`src/design/usw_cfg.svh`:
```
// Purpose: constants for the suspend and remote wakeup controller
// Assumes: included by bare name from design files
// Notes:   definitions only
`ifndef USW_CFG_SVH
`define USW_CFG_SVH
`define USW_GPIO_W     8
`define USW_SEL_W      2
`define USW_SEL_LIGHT  2'h0
`define USW_SEL_LINK   2'h1
`define USW_SEL_DEEP   2'h2
`define USW_SEL_RESET  2'h2
`define USW_SEL_SPARE  2'h3
// wake enable field positions
`define USW_EN_FRAME   0
`define USW_EN_DIRECT  1
`define USW_EN_LINK    2
`define USW_EN_W       3
`define USW_EN_RESET   3'h0
`endif

```
`src/design/usw_pkg.sv`:
```
// Purpose: types for the suspend and remote wakeup controller
// Assumes: nothing
// Notes:   states of the suspend sequencer
`default_nettype none
package usw_pkg;
  typedef enum logic [1:0] {
    USW_AWAKE,
    USW_SUSPENDED,
    USW_WAKING
  } usw_state_e;
  typedef logic [1:0] usw_sel_t;
endpackage : usw_pkg
`default_nettype wire

```
`src/design/usw_edge.sv`:
```
// Purpose: rising edge detector for the wake inputs
// Assumes: inputs synchronous to mclk
// Notes:   output is a registered one-cycle pulse per bit
`default_nettype none
module usw_edge #(
  parameter int W = 8
) (
  // clock and reset
  input  wire logic         mclk,
  input  wire logic         rstn,
  // levels in, pulses out
  input  wire logic [W-1:0] level,
  output logic      [W-1:0] rise
);
  logic [W-1:0] prev;  // last sampled level

  // two flops per bit (prev and rise), generated
  for (genvar i = 0; i < W; i++) begin : g_bit
    always_ff @(posedge mclk or negedge rstn) begin
      if (!rstn) begin
        prev[i] <= 1'b0;
        rise[i] <= 1'b0;
      end else begin
        prev[i] <= level[i];
        rise[i] <= level[i] & ~prev[i];
      end
    end
  end
endmodule : usw_edge
`default_nettype wire

```
`src/design/usw_suspend_ctrl.sv`:
```
// Purpose: suspend variant selection and remote wakeup request
// Assumes: all inputs synchronous to mclk
// Notes:   wakeReq stands until the host resumes the bus
//
// Operation
// - light variant accepts pins, frames, directed frames
// - light variant stops module clocks, frames wake
// - link variant wakes on pins, link change
// - deep variant pins only, default after reset
// - each network wake source individually enabled
// - all eight pins usable as wake
`include "usw_cfg.svh"
`default_nettype none
module usw_suspend_ctrl
  import usw_pkg::*;
(
  // clock and reset
  input  wire logic                     mclk,
  input  wire logic                     rstn,
  // software configuration
  input  wire usw_pkg::usw_sel_t        suspendSel,
  input  wire logic [`USW_EN_W-1:0]     wakeEnable,
  input  wire logic [`USW_GPIO_W-1:0]   gpioWakeEnable,
  // usb bus state from the upstream port
  input  wire logic                     usbSuspend,
  // wake sources
  input  wire logic [`USW_GPIO_W-1:0]   gpioIn,
  input  wire logic                     wakeFrame,
  input  wire logic                     directFrame,
  input  wire logic                     linkChange,
  // outputs
  output logic                          wakeReq,
  output logic                          macClkStop,
  output logic                          linkMonOn,
  output logic                          frameDetOn,
  output usw_pkg::usw_sel_t             activeSel
);
  import usw_pkg::*;

  //////////////////////////////////////////////////////////////////////
  // declarations
  usw_state_e                state;       // sequencer state
  usw_state_e                next_state;  // next sequencer state
  logic [`USW_EN_W-1:0]      enLatched;   // enables caught at entry
  logic [`USW_GPIO_W-1:0]    gpioEnLatched; // pin enables caught at entry
  logic [`USW_GPIO_W-1:0]    gpioRise;    // pin rising edges
  logic                      suspPrev;    // last usbSuspend
  logic                      enter;       // suspend entry pulse
  logic                      wakeHit;     // qualified wake event

  // decode whether a variant admits frame-based wake
  function automatic logic usw_frames_ok(input usw_sel_t s);
    return s == `USW_SEL_LIGHT;
  endfunction : usw_frames_ok

  // decode whether a variant admits link change wake
  function automatic logic usw_link_ok(input usw_sel_t s);
    return s == `USW_SEL_LINK;
  endfunction : usw_link_ok

  //////////////////////////////////////////////////////////////////////
  // pin edge detection
  usw_edge #(.W(`USW_GPIO_W)) u_edge (
    .mclk  (mclk),
    .rstn  (rstn),
    .level (gpioIn),
    .rise  (gpioRise)
  );

  //////////////////////////////////////////////////////////////////////
  // suspend entry detection
  always_ff @(posedge mclk or negedge rstn) begin
    if (!rstn) begin
      suspPrev <= 1'b0;
    end else begin
      suspPrev <= usbSuspend;
    end
  end
  // only a rising edge while awake enters, so a bus held suspended cannot re-enter
  assign enter = usbSuspend & ~suspPrev & (state == USW_AWAKE);

  //////////////////////////////////////////////////////////////////////
  // configuration capture
  always_ff @(posedge mclk or negedge rstn) begin
    if (!rstn) begin
      activeSel     <= `USW_SEL_RESET;
      enLatched     <= `USW_EN_RESET;
      gpioEnLatched <= '0;
    end else if (enter) begin
      activeSel     <= suspendSel;
      enLatched     <= wakeEnable;
      gpioEnLatched <= gpioWakeEnable;
    end
  end

  //////////////////////////////////////////////////////////////////////
  // wake qualification
  // pins count on a rising edge only, so a pin held high cannot wake twice
  always_comb begin
    wakeHit = |(gpioRise & gpioEnLatched);
    // frame sources only in light variant
    if (usw_frames_ok(activeSel)) begin
      wakeHit = wakeHit | (wakeFrame & enLatched[`USW_EN_FRAME])
                        | (directFrame & enLatched[`USW_EN_DIRECT]);
    end
    // link change only in link variant
    if (usw_link_ok(activeSel)) begin
      wakeHit = wakeHit | (linkChange & enLatched[`USW_EN_LINK]);
    end
  end

  //////////////////////////////////////////////////////////////////////
  // sequencer next state
  always_comb begin
    next_state = state;
    unique case (state)
      USW_AWAKE: begin
        if (enter) begin
          next_state = USW_SUSPENDED;
        end
      end
      USW_SUSPENDED: begin
        if (!usbSuspend) begin
          next_state = USW_AWAKE;     // host resumed first
        end else if (wakeHit) begin
          next_state = USW_WAKING;
        end
      end
      USW_WAKING: begin
        if (!usbSuspend) begin
          next_state = USW_AWAKE;
        end
      end
      default: begin
        next_state = USW_AWAKE;
      end
    endcase
  end

  // state register
  always_ff @(posedge mclk or negedge rstn) begin
    if (!rstn) begin
      state <= USW_AWAKE;
    end else begin
      state <= next_state;
    end
  end

  //////////////////////////////////////////////////////////////////////
  // outputs, all registered
  // outputs follow next_state so they line up with the state register
  always_ff @(posedge mclk or negedge rstn) begin
    if (!rstn) begin
      wakeReq    <= 1'b0;
      macClkStop <= 1'b0;
      linkMonOn  <= 1'b1;
      frameDetOn <= 1'b1;
    end else begin
      wakeReq    <= (next_state == USW_WAKING);
      // clocks stopped in every suspended state
      macClkStop <= (next_state != USW_AWAKE);
      // frame detector kept alive only in light variant
      frameDetOn <= (next_state == USW_AWAKE) |
                    usw_frames_ok(enter ? suspendSel : activeSel);
      // link monitor kept alive in link variant
      linkMonOn  <= (next_state == USW_AWAKE) |
                    usw_link_ok(enter ? suspendSel : activeSel);
    end
  end

  //////////////////////////////////////////////////////////////////////
  // assertions
  a_deep_pins_only: assert property (@(posedge mclk) disable iff (!rstn)
    (state == USW_SUSPENDED && activeSel == `USW_SEL_DEEP && usbSuspend && !(|(gpioRise & gpioEnLatched)))
      |=> !wakeReq) else $error("deep variant woke without a pin");
  a_frame_wake: assert property (@(posedge mclk) disable iff (!rstn)
    (state == USW_SUSPENDED && usbSuspend && activeSel == `USW_SEL_LIGHT && wakeFrame && enLatched[`USW_EN_FRAME])
      |=> wakeReq) else $error("frame wake missed in light variant");
  a_direct_wake: assert property (@(posedge mclk) disable iff (!rstn)
    (state == USW_SUSPENDED && usbSuspend && activeSel == `USW_SEL_LIGHT && directFrame && enLatched[`USW_EN_DIRECT])
      |=> wakeReq) else $error("directed frame wake missed");
  a_link_ignores: assert property (@(posedge mclk) disable iff (!rstn)
    (state == USW_SUSPENDED && usbSuspend && activeSel == `USW_SEL_LINK &&
     !(|(gpioRise & gpioEnLatched)) && !linkChange)
      |=> !wakeReq) else $error("link variant woke on frame");
  a_link_wake: assert property (@(posedge mclk) disable iff (!rstn)
    (state == USW_SUSPENDED && usbSuspend && activeSel == `USW_SEL_LINK && linkChange && enLatched[`USW_EN_LINK])
      |=> wakeReq) else $error("link change wake missed");
  a_pin_wake: assert property (@(posedge mclk) disable iff (!rstn)
    (state == USW_SUSPENDED && usbSuspend && |(gpioRise & gpioEnLatched)) |=> wakeReq)
    else $error("pin wake missed");
  a_clk_stop: assert property (@(posedge mclk) disable iff (!rstn)
    (state != USW_AWAKE) |-> macClkStop) else $error("clocks not stopped in suspend");
  a_sample_entry: assert property (@(posedge mclk) disable iff (!rstn)
    enter |=> (activeSel == $past(suspendSel) && enLatched == $past(wakeEnable) &&
               gpioEnLatched == $past(gpioWakeEnable)))
    else $error("configuration not sampled at entry");
  a_sel_stable: assert property (@(posedge mclk) disable iff (!rstn)
    (state == USW_SUSPENDED) |=> $stable(activeSel)) else $error("variant changed while suspended");
  a_entry_stop: assert property (@(posedge mclk) disable iff (!rstn)
    ($rose(usbSuspend) && state == USW_AWAKE) |=> macClkStop)
    else $error("clocks not stopped after suspend entry");
  a_resume_release: assert property (@(posedge mclk) disable iff (!rstn)
    !usbSuspend |=> (!wakeReq && !macClkStop))
    else $error("request or clock stop held after resume");
  a_detector_power: assert property (@(posedge mclk) disable iff (!rstn)
    (state != USW_AWAKE) |-> (frameDetOn == (activeSel == `USW_SEL_LIGHT)))
    else $error("frame detector power wrong in suspend");
  a_link_monitor: assert property (@(posedge mclk) disable iff (!rstn)
    (state != USW_AWAKE) |-> (linkMonOn == (activeSel == `USW_SEL_LINK)))
    else $error("link monitor power wrong in suspend");
  // scenarios worth seeing
  c_light_wake: cover property (@(posedge mclk) state == USW_SUSPENDED && activeSel == `USW_SEL_LIGHT ##1 wakeReq);
  c_link_wake:  cover property (@(posedge mclk) state == USW_SUSPENDED && activeSel == `USW_SEL_LINK ##1 wakeReq);
  c_deep_wake:  cover property (@(posedge mclk) state == USW_SUSPENDED && activeSel == `USW_SEL_DEEP ##1 wakeReq);
  c_host_resume: cover property (@(posedge mclk) state == USW_SUSPENDED ##1 state == USW_AWAKE);
  c_spare_code: cover property (@(posedge mclk) state == USW_SUSPENDED && activeSel == `USW_SEL_SPARE ##1 wakeReq);
endmodule : usw_suspend_ctrl
`default_nettype wire

```
`config.mk`:
```
export PLATFORM = sky130hd
export DESIGN_NAME = usw_suspend_ctrl
export DESIGN_NICKNAME = d
export VERILOG_FILES = /design/src/design/usw_pkg.sv /design/src/design/usw_edge.sv /design/src/design/usw_suspend_ctrl.sv
export VERILOG_INCLUDE_DIRS = /design/src /design/src/design
export SDC_FILE = /design/constraint.sdc
export NUM_CORES = 1
export LEC_CHECK = 0
export BUFFER_PORTS_ARGS = -buffer_cell sky130_fd_sc_hd__buf_2
export CELL_PAD_IN_SITES_DETAIL_PLACEMENT = 0
export CELL_PAD_IN_SITES_GLOBAL_PLACEMENT = 1
export CORE_ASPECT_RATIO = 1.5
export CORE_UTILIZATION = 37
export CTS_CLUSTER_SIZE = 12
export DETAILED_ROUTE_END_ITERATION = 12
export PLACE_DENSITY_LB_ADDON = 0.05
export SETUP_SLACK_MARGIN = 0.5
export SYNTH_ARGS = -nofsm -noshare
export SYNTH_HDL_FRONTEND = slang
export SYNTH_SLANG_ARGS = --single-unit
```
`constraint.sdc`:
```
create_clock -name mclk -period 1.45 [get_ports mclk]
set_clock_uncertainty 0.15 [all_clocks]
set_input_delay 0 -clock mclk [delete_from_list [all_inputs] [get_ports mclk]]
set_output_delay 0 -clock mclk [all_outputs]
set_load 0.005 [all_outputs]
```
==> run_results.csv, run 1 <==
group,metric,value,unit
drt,drt_iter0_drc,25,
yosys,synth_cell_type_count,21,
drt,viasPerCell,4.642,
power,p_leak,0.9109,nW
yosys,synth_area,1324,um2
timing,fmax,652.2,MHz
setup_path,slowest_stage,"dfrtp_1",
hold_path,hp-class,"primary input to async pin",
timing,fin_crit,1.533,ns
drt,wl_per_cell,13.07,um
status,run_status,"finished with violations",
die,start_util,38.75,%
grt,gr-total-overflow,0,
yosys,yosysWarnings,0,
power,p_per_area,1309,nW/um2
setup_path,r2r_cells,3,
grt,grt_max_degree,21,
finish,finalCoreUtilization,57.33,%
clocking,numClockSinks,36,
place,port_buffers,32,
die,dieHeight,75.26,um
clocking,numCtsBuffers,5,
setup_path,rr_endpoint,"enLatched[0]",
clocking,clkLatencyLatePin,0.28,ns
timing,slew_headroom,71.96,%
die,dieArea,3826,um2
finish,final_common_cell,"dfrtp_1",
setup_path,critPathBufInv,1,
finish,antennaDiodeCount,0,
timing,hold_viol,0,
setup_path,start_kind,"flop",
timing,fin_crit_sh,105.7,%
drt,wl,2.522,mm
timing,fin_ws,-0.08326,ns
grt,grt_pass1_wl,4.064,mm
setup_path,crit_path_end_kind,"flop",
yosys,avgSynthCellArea,15.95,um2
setup_path,path_delay_family,"flip-flops",
setup_path,r2r_setup_slack,-0.08,ns
finish,final_layout_size_suffix_gt1_share,46.36,%
die,coreArea,3416,um2
drt,vias,896,
setup_path,critPathRequiredTime,1.47,ns
setup_path,cpPeakStageDelay,0.42,ns
setup_path,cp_max_fo,10,
power,ir_worst_vdd,835.4,uV
place,gp_congestion,0.7947,
place,postPlaceCellArea,1572,um2
die,die_w,50.84,um
grt,grt_pass1_vias,906,
timing,setup_viol,14,
yosys,synthCells,83,
timing,grt_setup_unrepaired,"true",
drt,drc_errors,0,
yosys,ys_seq_area_share,68.34,%
clocking,htreeDepth,2,
setup_path,timing.rr.start,"suspPrev",
finish,num-nets-final,177,
finish,area_growth,47.92,%
clocking,clkTransAtPathRegs,0.07,ns
clocking,cts_tree,"done",
die,num_io_pins,33,
clocking,root_buffer,"clkbuf_8",
setup_path,worst-setup-path-type,"flop to flop",
yosys,ys_ff_latch,36,
die,rows,26,
clocking,clockBufferDepth,2,
finish,fin_area,1958,um2
drt,drtPass1Iterations,4,
finish,final_cell_mix,"33 x dfrtp_1, 30 x buf_2, 23 x dlygate4sd3_1",
run,maxCapViolations,0,
status,violations,"negative setup slack",
yosys,synth_nets,110,
timing,worstMarginPinSlew,0.4206,ns
setup_path,crit_chain,"nor4b_4, buf_6, mux2_2",
place,dpl.hpwl,1.656,mm
setup_path,arrival,1.56,ns
timing,finalMaxSlewViolations,0,
grt,track_usage,15.13,%
drt,ant_nets,0,
grt,antenna_found_initial,0,
==> cells by family (layout without fill, tap and decap cells) <==
group	Yosys count	count (layout)	synth area share, %
buf+inv	3	71	2.646
flops	36	36	68.34
compound gates	13	13	9.640
mux	12	12	11.06
simple gates	19	19	8.317
==> layout make-up <==
type                    count  area, um2
fillers                   297       1458
flip-flops and latches     36      904.6
repair buffers             62      479.2
multi-input cells          44      425.4
clock buffers               6      82.58
well taps                  42      52.55
clock inverters             2      10.01
inverters                   1      3.754
==> how the worst max path moves through the flow <==
stage / start / to / slack, ns / cells after the start
after floorplan: state[0] / gpioEnLatched[4] / -0.09 / 4
after global placement: state[0] / enLatched[2] / -0.07 / 3
after detailed placement: state[0] / gpioEnLatched[1] / -0.09 / 3
after CTS: state[0] / enLatched[0] / -0.08 / 3
after global routing: state[0] / gpioEnLatched[1] / -0.15 / 3
final: suspPrev / enLatched[0] / -0.08 / 3
==> repair_timing <==
action,in CTS,in global routing
pin swaps,2,0
gates cloned,0,0
hold endpoints to repair,72,0
hold buffers,23,0
resized for setup,11,4
setup buffers,1,0
endpoints found under the setup margin,23,23
==> routing by layer <==
| layer | track usage, % | vias to the layer above | share of wire, % |
|---|---|---|---|
| li1 | - | 429 | - |
| met1 | 16.56 | 432 | 41 |
| met2 | 25.93 | 28 | 53 |
| met3 | 3.636 | 7 | 3.5 |
| met4 | 10.19 | 0 | 2.3 |
| met5 | 0 | - | 0 |
==> registers in the layout, indices dropped and copies added (netlist names) <==
name	cells
state	2
enLatched	3
activeSel	2
suspPrev	1
linkMonOn	1
u_edge.rise	8
gpioEnLatched	8
wakeReq	1
frameDetOn	1
macClkStop	1
u_edge.prev	8
==> cell usage after synthesis <==
library cell / number / area share, %
a22oi_1: 2 / 1.1
mux2_2: 9 / 7.7
nand3b_1: 2 / 1.1
dfstp_2: 3 / 6.0
o21ai_0: 1 / 0.38
o311ai_0: 2 / 1.3
a221oi_2: 1 / 1.1
nand2_1: 6 / 1.7
a222oi_1: 1 / 0.76
buf_6: 1 / 0.85
a2111oi_4: 1 / 2.1
nor4b_2: 1 / 1.1
nor2_1: 2 / 0.57
dfrtp_1: 33 / 62
inv_1: 1 / 0.28
mux2_4: 3 / 3.4
a21oi_1: 3 / 1.1
nor2b_1: 8 / 3.8
a41o_1: 1 / 0.76
buf_12: 1 / 1.5
a211oi_2: 1 / 0.95
==> where the power goes <==
part | switching [mW] | leakage [nW] | internal [mW]
sequential | 0.119 | 0.433 | 1.18
combinational | 0.192 | 0.427 | 0.346
clock | 0.345 | 0.0510 | 0.379
==> metrics by stage <==
| step | std cells | hold slack [ns] | worst slack [ns] | power (mW) | setup TNS [ns] |
|---|---|---|---|---|---|
| after detailed placement | 161 | -0.1909 | -0.08635 | 1.747 | -0.7112 |
| after global placement | 161 | -0.2002 | -0.06687 | 1.731 | -0.5337 |
| after floorplan | 83 | -0.4456 | -0.08984 | 1.559 | -0.3203 |
| after global routing | 193 | 0.07926 | -0.1515 | 2.707 | -1.979 |
| after CTS | 193 | 0.03266 | -0.08030 | 2.573 | -0.7804 |
| final | 193 | 0.02609 | -0.08326 | 2.562 | -0.7627 |
Power figures use the tool's default switching activity.
==> run 2, diff against run 1 <==
--- a/config.mk
+++ b/config.mk
@@ -10,11 +10,12 @@
 export CELL_PAD_IN_SITES_DETAIL_PLACEMENT = 0
 export CELL_PAD_IN_SITES_GLOBAL_PLACEMENT = 1
 export CORE_ASPECT_RATIO = 1.5
-export CORE_UTILIZATION = 37
+export CORE_UTILIZATION = 41
 export CTS_CLUSTER_SIZE = 12
 export DETAILED_ROUTE_END_ITERATION = 12
 export PLACE_DENSITY_LB_ADDON = 0.05
 export SETUP_SLACK_MARGIN = 0.5
+export SLEW_MARGIN = 20
 export SYNTH_ARGS = -nofsm -noshare
 export SYNTH_HDL_FRONTEND = slang
 export SYNTH_SLANG_ARGS = --single-unit
==> constraint.sdc (replaced) <==
create_clock -name mclk -period 1.7 [get_ports mclk]
set_clock_uncertainty 0.15 [all_clocks]
set_input_delay 0 -clock mclk [delete_from_list [all_inputs] [get_ports mclk]]
set_output_delay 0 -clock mclk [all_outputs]
set_load 0.005 [all_outputs]
==> run_results.csv, run 2 (synthesis gave the netlist of run 1 again) <==
group,metric,value,unit
power,switching_share,24.49,%
setup_path,start_kind,"flop",
timing,finalSetupTns,0,ns
clocking,clkTransAtPathRegs,0.07,ns
power,power.switching,0.5744,mW
power,power_frac_seq,47.7,%
grt,grt_pass1_vias,972,
finish,antennaDiodeCount,0,
die,coreArea,3003,um2
drt,viasPerCell,4.778,
finish,area_growth,55.10,%
timing,fmax,616.6,MHz
run,maxCapViolations,0,
timing,setup_viol,0,
die,dieArea,3465,um2
clocking,clkLatencyLatePin,0.28,ns
finish,reg_top3,"gpioEnLatched x8, u_edge.prev x8, u_edge.rise x8",
setup_path,critPathRequiredTime,1.71,ns
timing,hold-worst-slack,0.08998,ns
timing,worstMarginPinSlew,0.5011,ns
setup_path,crit_path_end_kind,"flop",
setup_path,worst-setup-path-type,"flop to flop",
grt,grt_pass1_wl,4.333,mm
die,num_io_pins,33,
place,postPlaceCellArea,1525,um2
clocking,cts_tree,"done",
power,ir_worst_vdd,705.1,uV
setup_path,crit_path_start,"suspPrev",
timing,fin_crit,1.622,ns
clocking,clockBufferDepth,2,
grt,gr-total-overflow,0,
power,power_frac_clock,30.6,%
timing,fin_crit_sh,95.40,%
setup_path,cpPeakStageDelay,0.42,ns
timing,finalMaxSlewViolations,0,
setup_path,slowest_stage,"dfrtp_1",
timing,slew_headroom,66.60,%
clocking,numClockSinks,36,
finish,ff_latch_area,905.9,um2
die,dieHeight,71.59,um
finish,fill_cells,222,
clocking,numCtsBuffers,5,
grt,grt_max_degree,37,
die,rows,24,
setup_path,crit_chain,"nor4b_4, buf_4, buf_8, mux2_4",
clocking,root_buffer,"clkbuf_8",
drt,wl,2.559,mm
power,p_comb_share,21.7,%
finish,final_common_cell,"dfrtp_1",
grt,track_usage,16.92,%
place,dpl.hpwl,1.495,mm
power,power.internal,1.771,mW
drt,vias,927,
hold_path,hp-class,"primary input to async pin",
drt,ant_nets,0,
finish,num-nets-final,181,
finish,final_cell_mix,"32 x dfrtp_1, 31 x buf_2, 23 x dlygate4sd3_1",
place,port_buffers,32,
finish,final_layout_size_suffix_gt1_share,50.97,%
die,start_util,44.08,%
setup_path,arrival,1.63,ns
status,run_status,"finished, final reports clean",
setup_path,path_delay_family,"flip-flops",
timing,grt_setup_unrepaired,"true",
clocking,htreeDepth,2,
die,die_w,48.40,um
drt,drc_errors,0,
place,gp_congestion,0.6936,
setup_path,critPathBufInv,2,
drt,wl_per_cell,13.19,um
finish,multi_input_area,476.7,um2
drt,drtPass1Iterations,4,
timing,hold_viol,0,
power,p_per_area,1142,nW/um2
setup_path,timing.rr.start,"suspPrev",
drt,drt_iter0_drc,14,
setup_path,cp_max_fo,6,
finish,fin_area,2053,um2
grt,antenna_found_initial,0,
power,p_leak,0.9590,nW
[run 2: cell types whose count changed in the layout (fill, tap and decap cells not counted), moves of 2 or more]
cell      before  now
mux2_4         8   12
mux2_2         4    0
o311ai_2       0    2
buf_4          3    5
[run 2: area by class of cell]
cell class / instances / area share [%]
clock buffers: 6 / 3.534
multi-input cells: 44 / 23.22
clock inverters: 2 / 1.706
repair buffers: 66 / 24.86
flip-flops and latches: 36 / 44.12
well taps: 39 / 2.377
inverters: 1 / 0.1828
[run 2: what timing repair did]
item                                   in CTS  in global routing
gates resized for setup                    24                  9
pin swaps                                   3                  0
setup endpoints to repair                  18                 20
setup buffers                               6                  3
endpoints found under the hold margin      69                  0
hold buffers                               23                  0
[run 2: worst paths after layout]
path | cells after the start | to | slack, ns
min reg2reg | 1 | u_edge.rise[6] | 0.24
max in group asynchronous | 2 | state[1] | 0.95
max reg2reg | 4 | gpioEnLatched[2] | 0.08
max | 4 | gpioEnLatched[2] | 0.08
min | 2 | gpioEnLatched[3] | 0.09
min in group mclk | 5 | state[1] | 0.19
[run 2: metrics by stage]
step                setup WS [ns]  util, %  total power, mW  instances
floorplan                  0.1602        -            1.330         83
global placement           0.1392    50.79            1.448        154
detailed placement         0.1101    50.79            1.461        154
CTS                        0.1389    66.33            2.333        191
global route              0.02776    68.38            2.458        194
finish                    0.07819    68.38            2.346        194
[run 2: layer usage]
layer	GRT usage [%]	vias to the layer above	part of all wire (%)
met5	0	-	0
met4	9.477	0	2.4
met3	4.459	6	3.8
met2	29.73	26	54
met1	18.44	461	40
li1	-	434	-
[run 2: power groups by stage]
stage	combinational, mW	sequential [mW]	clock (mW)
floorplan	0.232	1.10	0
detailed placement	0.340	1.12	0
global route	0.552	1.14	0.770
global placement	0.333	1.12	0
finish	0.508	1.12	0.718
CTS	0.476	1.11	0.742
==> run 3, diff against run 2 <==
--- a/config.mk
+++ b/config.mk
@@ -10,7 +10,7 @@
 export CELL_PAD_IN_SITES_DETAIL_PLACEMENT = 0
 export CELL_PAD_IN_SITES_GLOBAL_PLACEMENT = 1
 export CORE_ASPECT_RATIO = 1.5
-export CORE_UTILIZATION = 41
+export CORE_UTILIZATION = 45
 export CTS_CLUSTER_SIZE = 12
 export DETAILED_ROUTE_END_ITERATION = 12
 export PLACE_DENSITY_LB_ADDON = 0.05
==> constraint.sdc (replaced) <==
create_clock -name mclk -period 2 [get_ports mclk]
set_clock_uncertainty 0.15 [all_clocks]
set_input_delay 0 -clock mclk [delete_from_list [all_inputs] [get_ports mclk]]
set_output_delay 0 -clock mclk [all_outputs]
set_load 0.005 [all_outputs]
==> run_results.csv, run 3 (synthesis gave the netlist of run 1 again) <==
group,metric,value,unit
status,run_status,"finished, final reports clean",
setup_path,arrival,1.58,ns
timing,finalMaxSlewViolations,0,
power,p_leak,0.8973,nW
clocking,numCtsBuffers,5,
setup_path,crit_chain,"nor4b_4, buf_4, mux2_4",
power,p_per_area,933.6,nW/um2
die,start_util,48.42,%
drt,vias,897,
grt,grt_max_degree,37,
setup_path,start_kind,"flop",
setup_path,worst-setup-path-type,"flop to flop",
clocking,clockBufferDepth,2,
clocking,htreeDepth,2,
finish,final_layout_size_suffix_gt1_share,46.31,%
timing,fmax,638.0,MHz
drt,viasPerCell,4.823,
drt,drc_errors,0,
finish,ff_latch_area,907.1,um2
timing,hold-worst-slack,0.1706,ns
timing,fin_ws,0.4326,ns
timing,slew_headroom,50.13,%
drt,drtPass1Iterations,4,
die,coreArea,2734,um2
power,ir_worst_vdd,794.7,uV
clocking,cts_tree,"done",
drt,drt_iter0_drc,21,
grt,gr-total-overflow,0,
grt,antenna_found_initial,0,
die,dieHeight,68.43,um
timing,hold_viol,0,
timing,fin_crit_sh,78.37,%
setup_path,path_delay_family,"flip-flops",
finish,reg_top3,"gpioEnLatched x8, u_edge.prev x8, u_edge.rise x8",
finish,num-nets-final,176,
finish,final_cell_mix,"32 x buf_2, 31 x dfrtp_1, 23 x dlygate4sd3_1",
drt,wl,2.320,mm
setup_path,cp_max_fo,5,
grt,track_usage,18.67,%
place,gp_congestion,0.6927,
die,dieArea,3167,um2
drt,ant_nets,0,
die,die_w,46.29,um
timing,worstMarginPinSlew,0.7481,ns
place,dpl.hpwl,1.484,mm
place,place_ws,0.3883,ns
finish,final_common_cell,"buf_2",
timing,setup_viol,0,
setup_path,slowest_stage,"dfrtp_1",
finish,finalCoreUtilization,70.43,%
setup_path,critPathRequiredTime,2.02,ns
finish,multi_input_area,447.9,um2
hold_path,hp-class,"primary input to async pin",
die,num_io_pins,33,
finish,area_growth,45.46,%
clocking,numClockSinks,36,
run,maxCapViolations,0,
grt,grt_pass1_vias,922,
clocking,clkTransAtPathRegs,0.06,ns
timing,finalSetupTns,0,ns
setup_path,cpPeakStageDelay,0.40,ns
drt,wl_per_cell,12.47,um
die,rows,23,
finish,fill_cells,205,
clocking,root_buffer,"clkbuf_8",
timing,grt_setup_unrepaired,"true",
place,port_buffers,32,
grt,grt_pass1_wl,3.912,mm
finish,antennaDiodeCount,0,
clocking,clkLatencyLatePin,0.28,ns
timing,fin_crit,1.567,ns
setup_path,crit_path_end_kind,"flop",
setup_path,critPathBufInv,1,
run 3: cell count changes in the layout (fill, tap and decap cells not counted), sizes merged:
| cell | previous run | this run |
|---|---|---|
| buf | 42 | 38 |
| bufinv | 1 | 0 |
| clkbuf | 7 | 6 |
run 3: where the power goes:
part           switching (mW)  internal [mW]  leakage [nW]  total, mW
Clock                   0.227          0.236        0.0410      0.463
Sequential             0.0885          0.859         0.431      0.948
Combinational           0.137          0.250         0.426      0.387
Total                   0.452           1.35         0.897       1.80
run 3: metrics by stage:
stage / area, um2 / power (mW) / instances
floorplan: 1324 / 1.130 / 83
global placement: 1523 / 1.227 / 152
detailed placement: 1523 / 1.239 / 152
CTS: 1884 / 1.783 / 186
global route: 1926 / 1.901 / 186
finish: 1926 / 1.798 / 186
run 3: layout make-up:
type / instances / area share (%)
clock buffer: 6 / 3.769
clock inverter: 1 / 0.2599
multi-input combinational: 44 / 23.26
timing repair buffer: 61 / 23.00
sequential: 36 / 47.11
tap: 37 / 2.404
inverter: 1 / 0.1949
run 3: timing repair:
action                                  4_1_cts  5_1_grt
endpoints found under the setup margin       12       18
hold endpoints to repair                     69        0
pin swaps                                     1        3
setup buffers                                 3        0
hold buffers                                 23        0
cloned                                        1        0
resized for setup                             8       12
run 3: path summary, 6_finish.rpt:
kind,slack (ns),endpoint,depth (start not counted),start
max reg2reg,0.43,gpioEnLatched[3],3,state[0]
min in group mclk,0.21,u_edge.prev[7],2,gpioIn[7]
max,0.43,gpioEnLatched[3],3,state[0]
max in group asynchronous,1.01,activeSel[0],2,rstn
min,0.17,u_edge.rise[0],2,rstn
min reg2reg,0.24,u_edge.rise[4],1,u_edge.prev[4]
run 3: layer usage:
layer / track usage, % / wire length, um / vias to the layer above
li1: - / - / 424
met1: 20.03 / 953 / 437
met2: 30.63 / 1188 / 30
met3: 6.596 / 113 / 6
met4: 11.03 / 64 / 0
met5: 0 / 0 / -
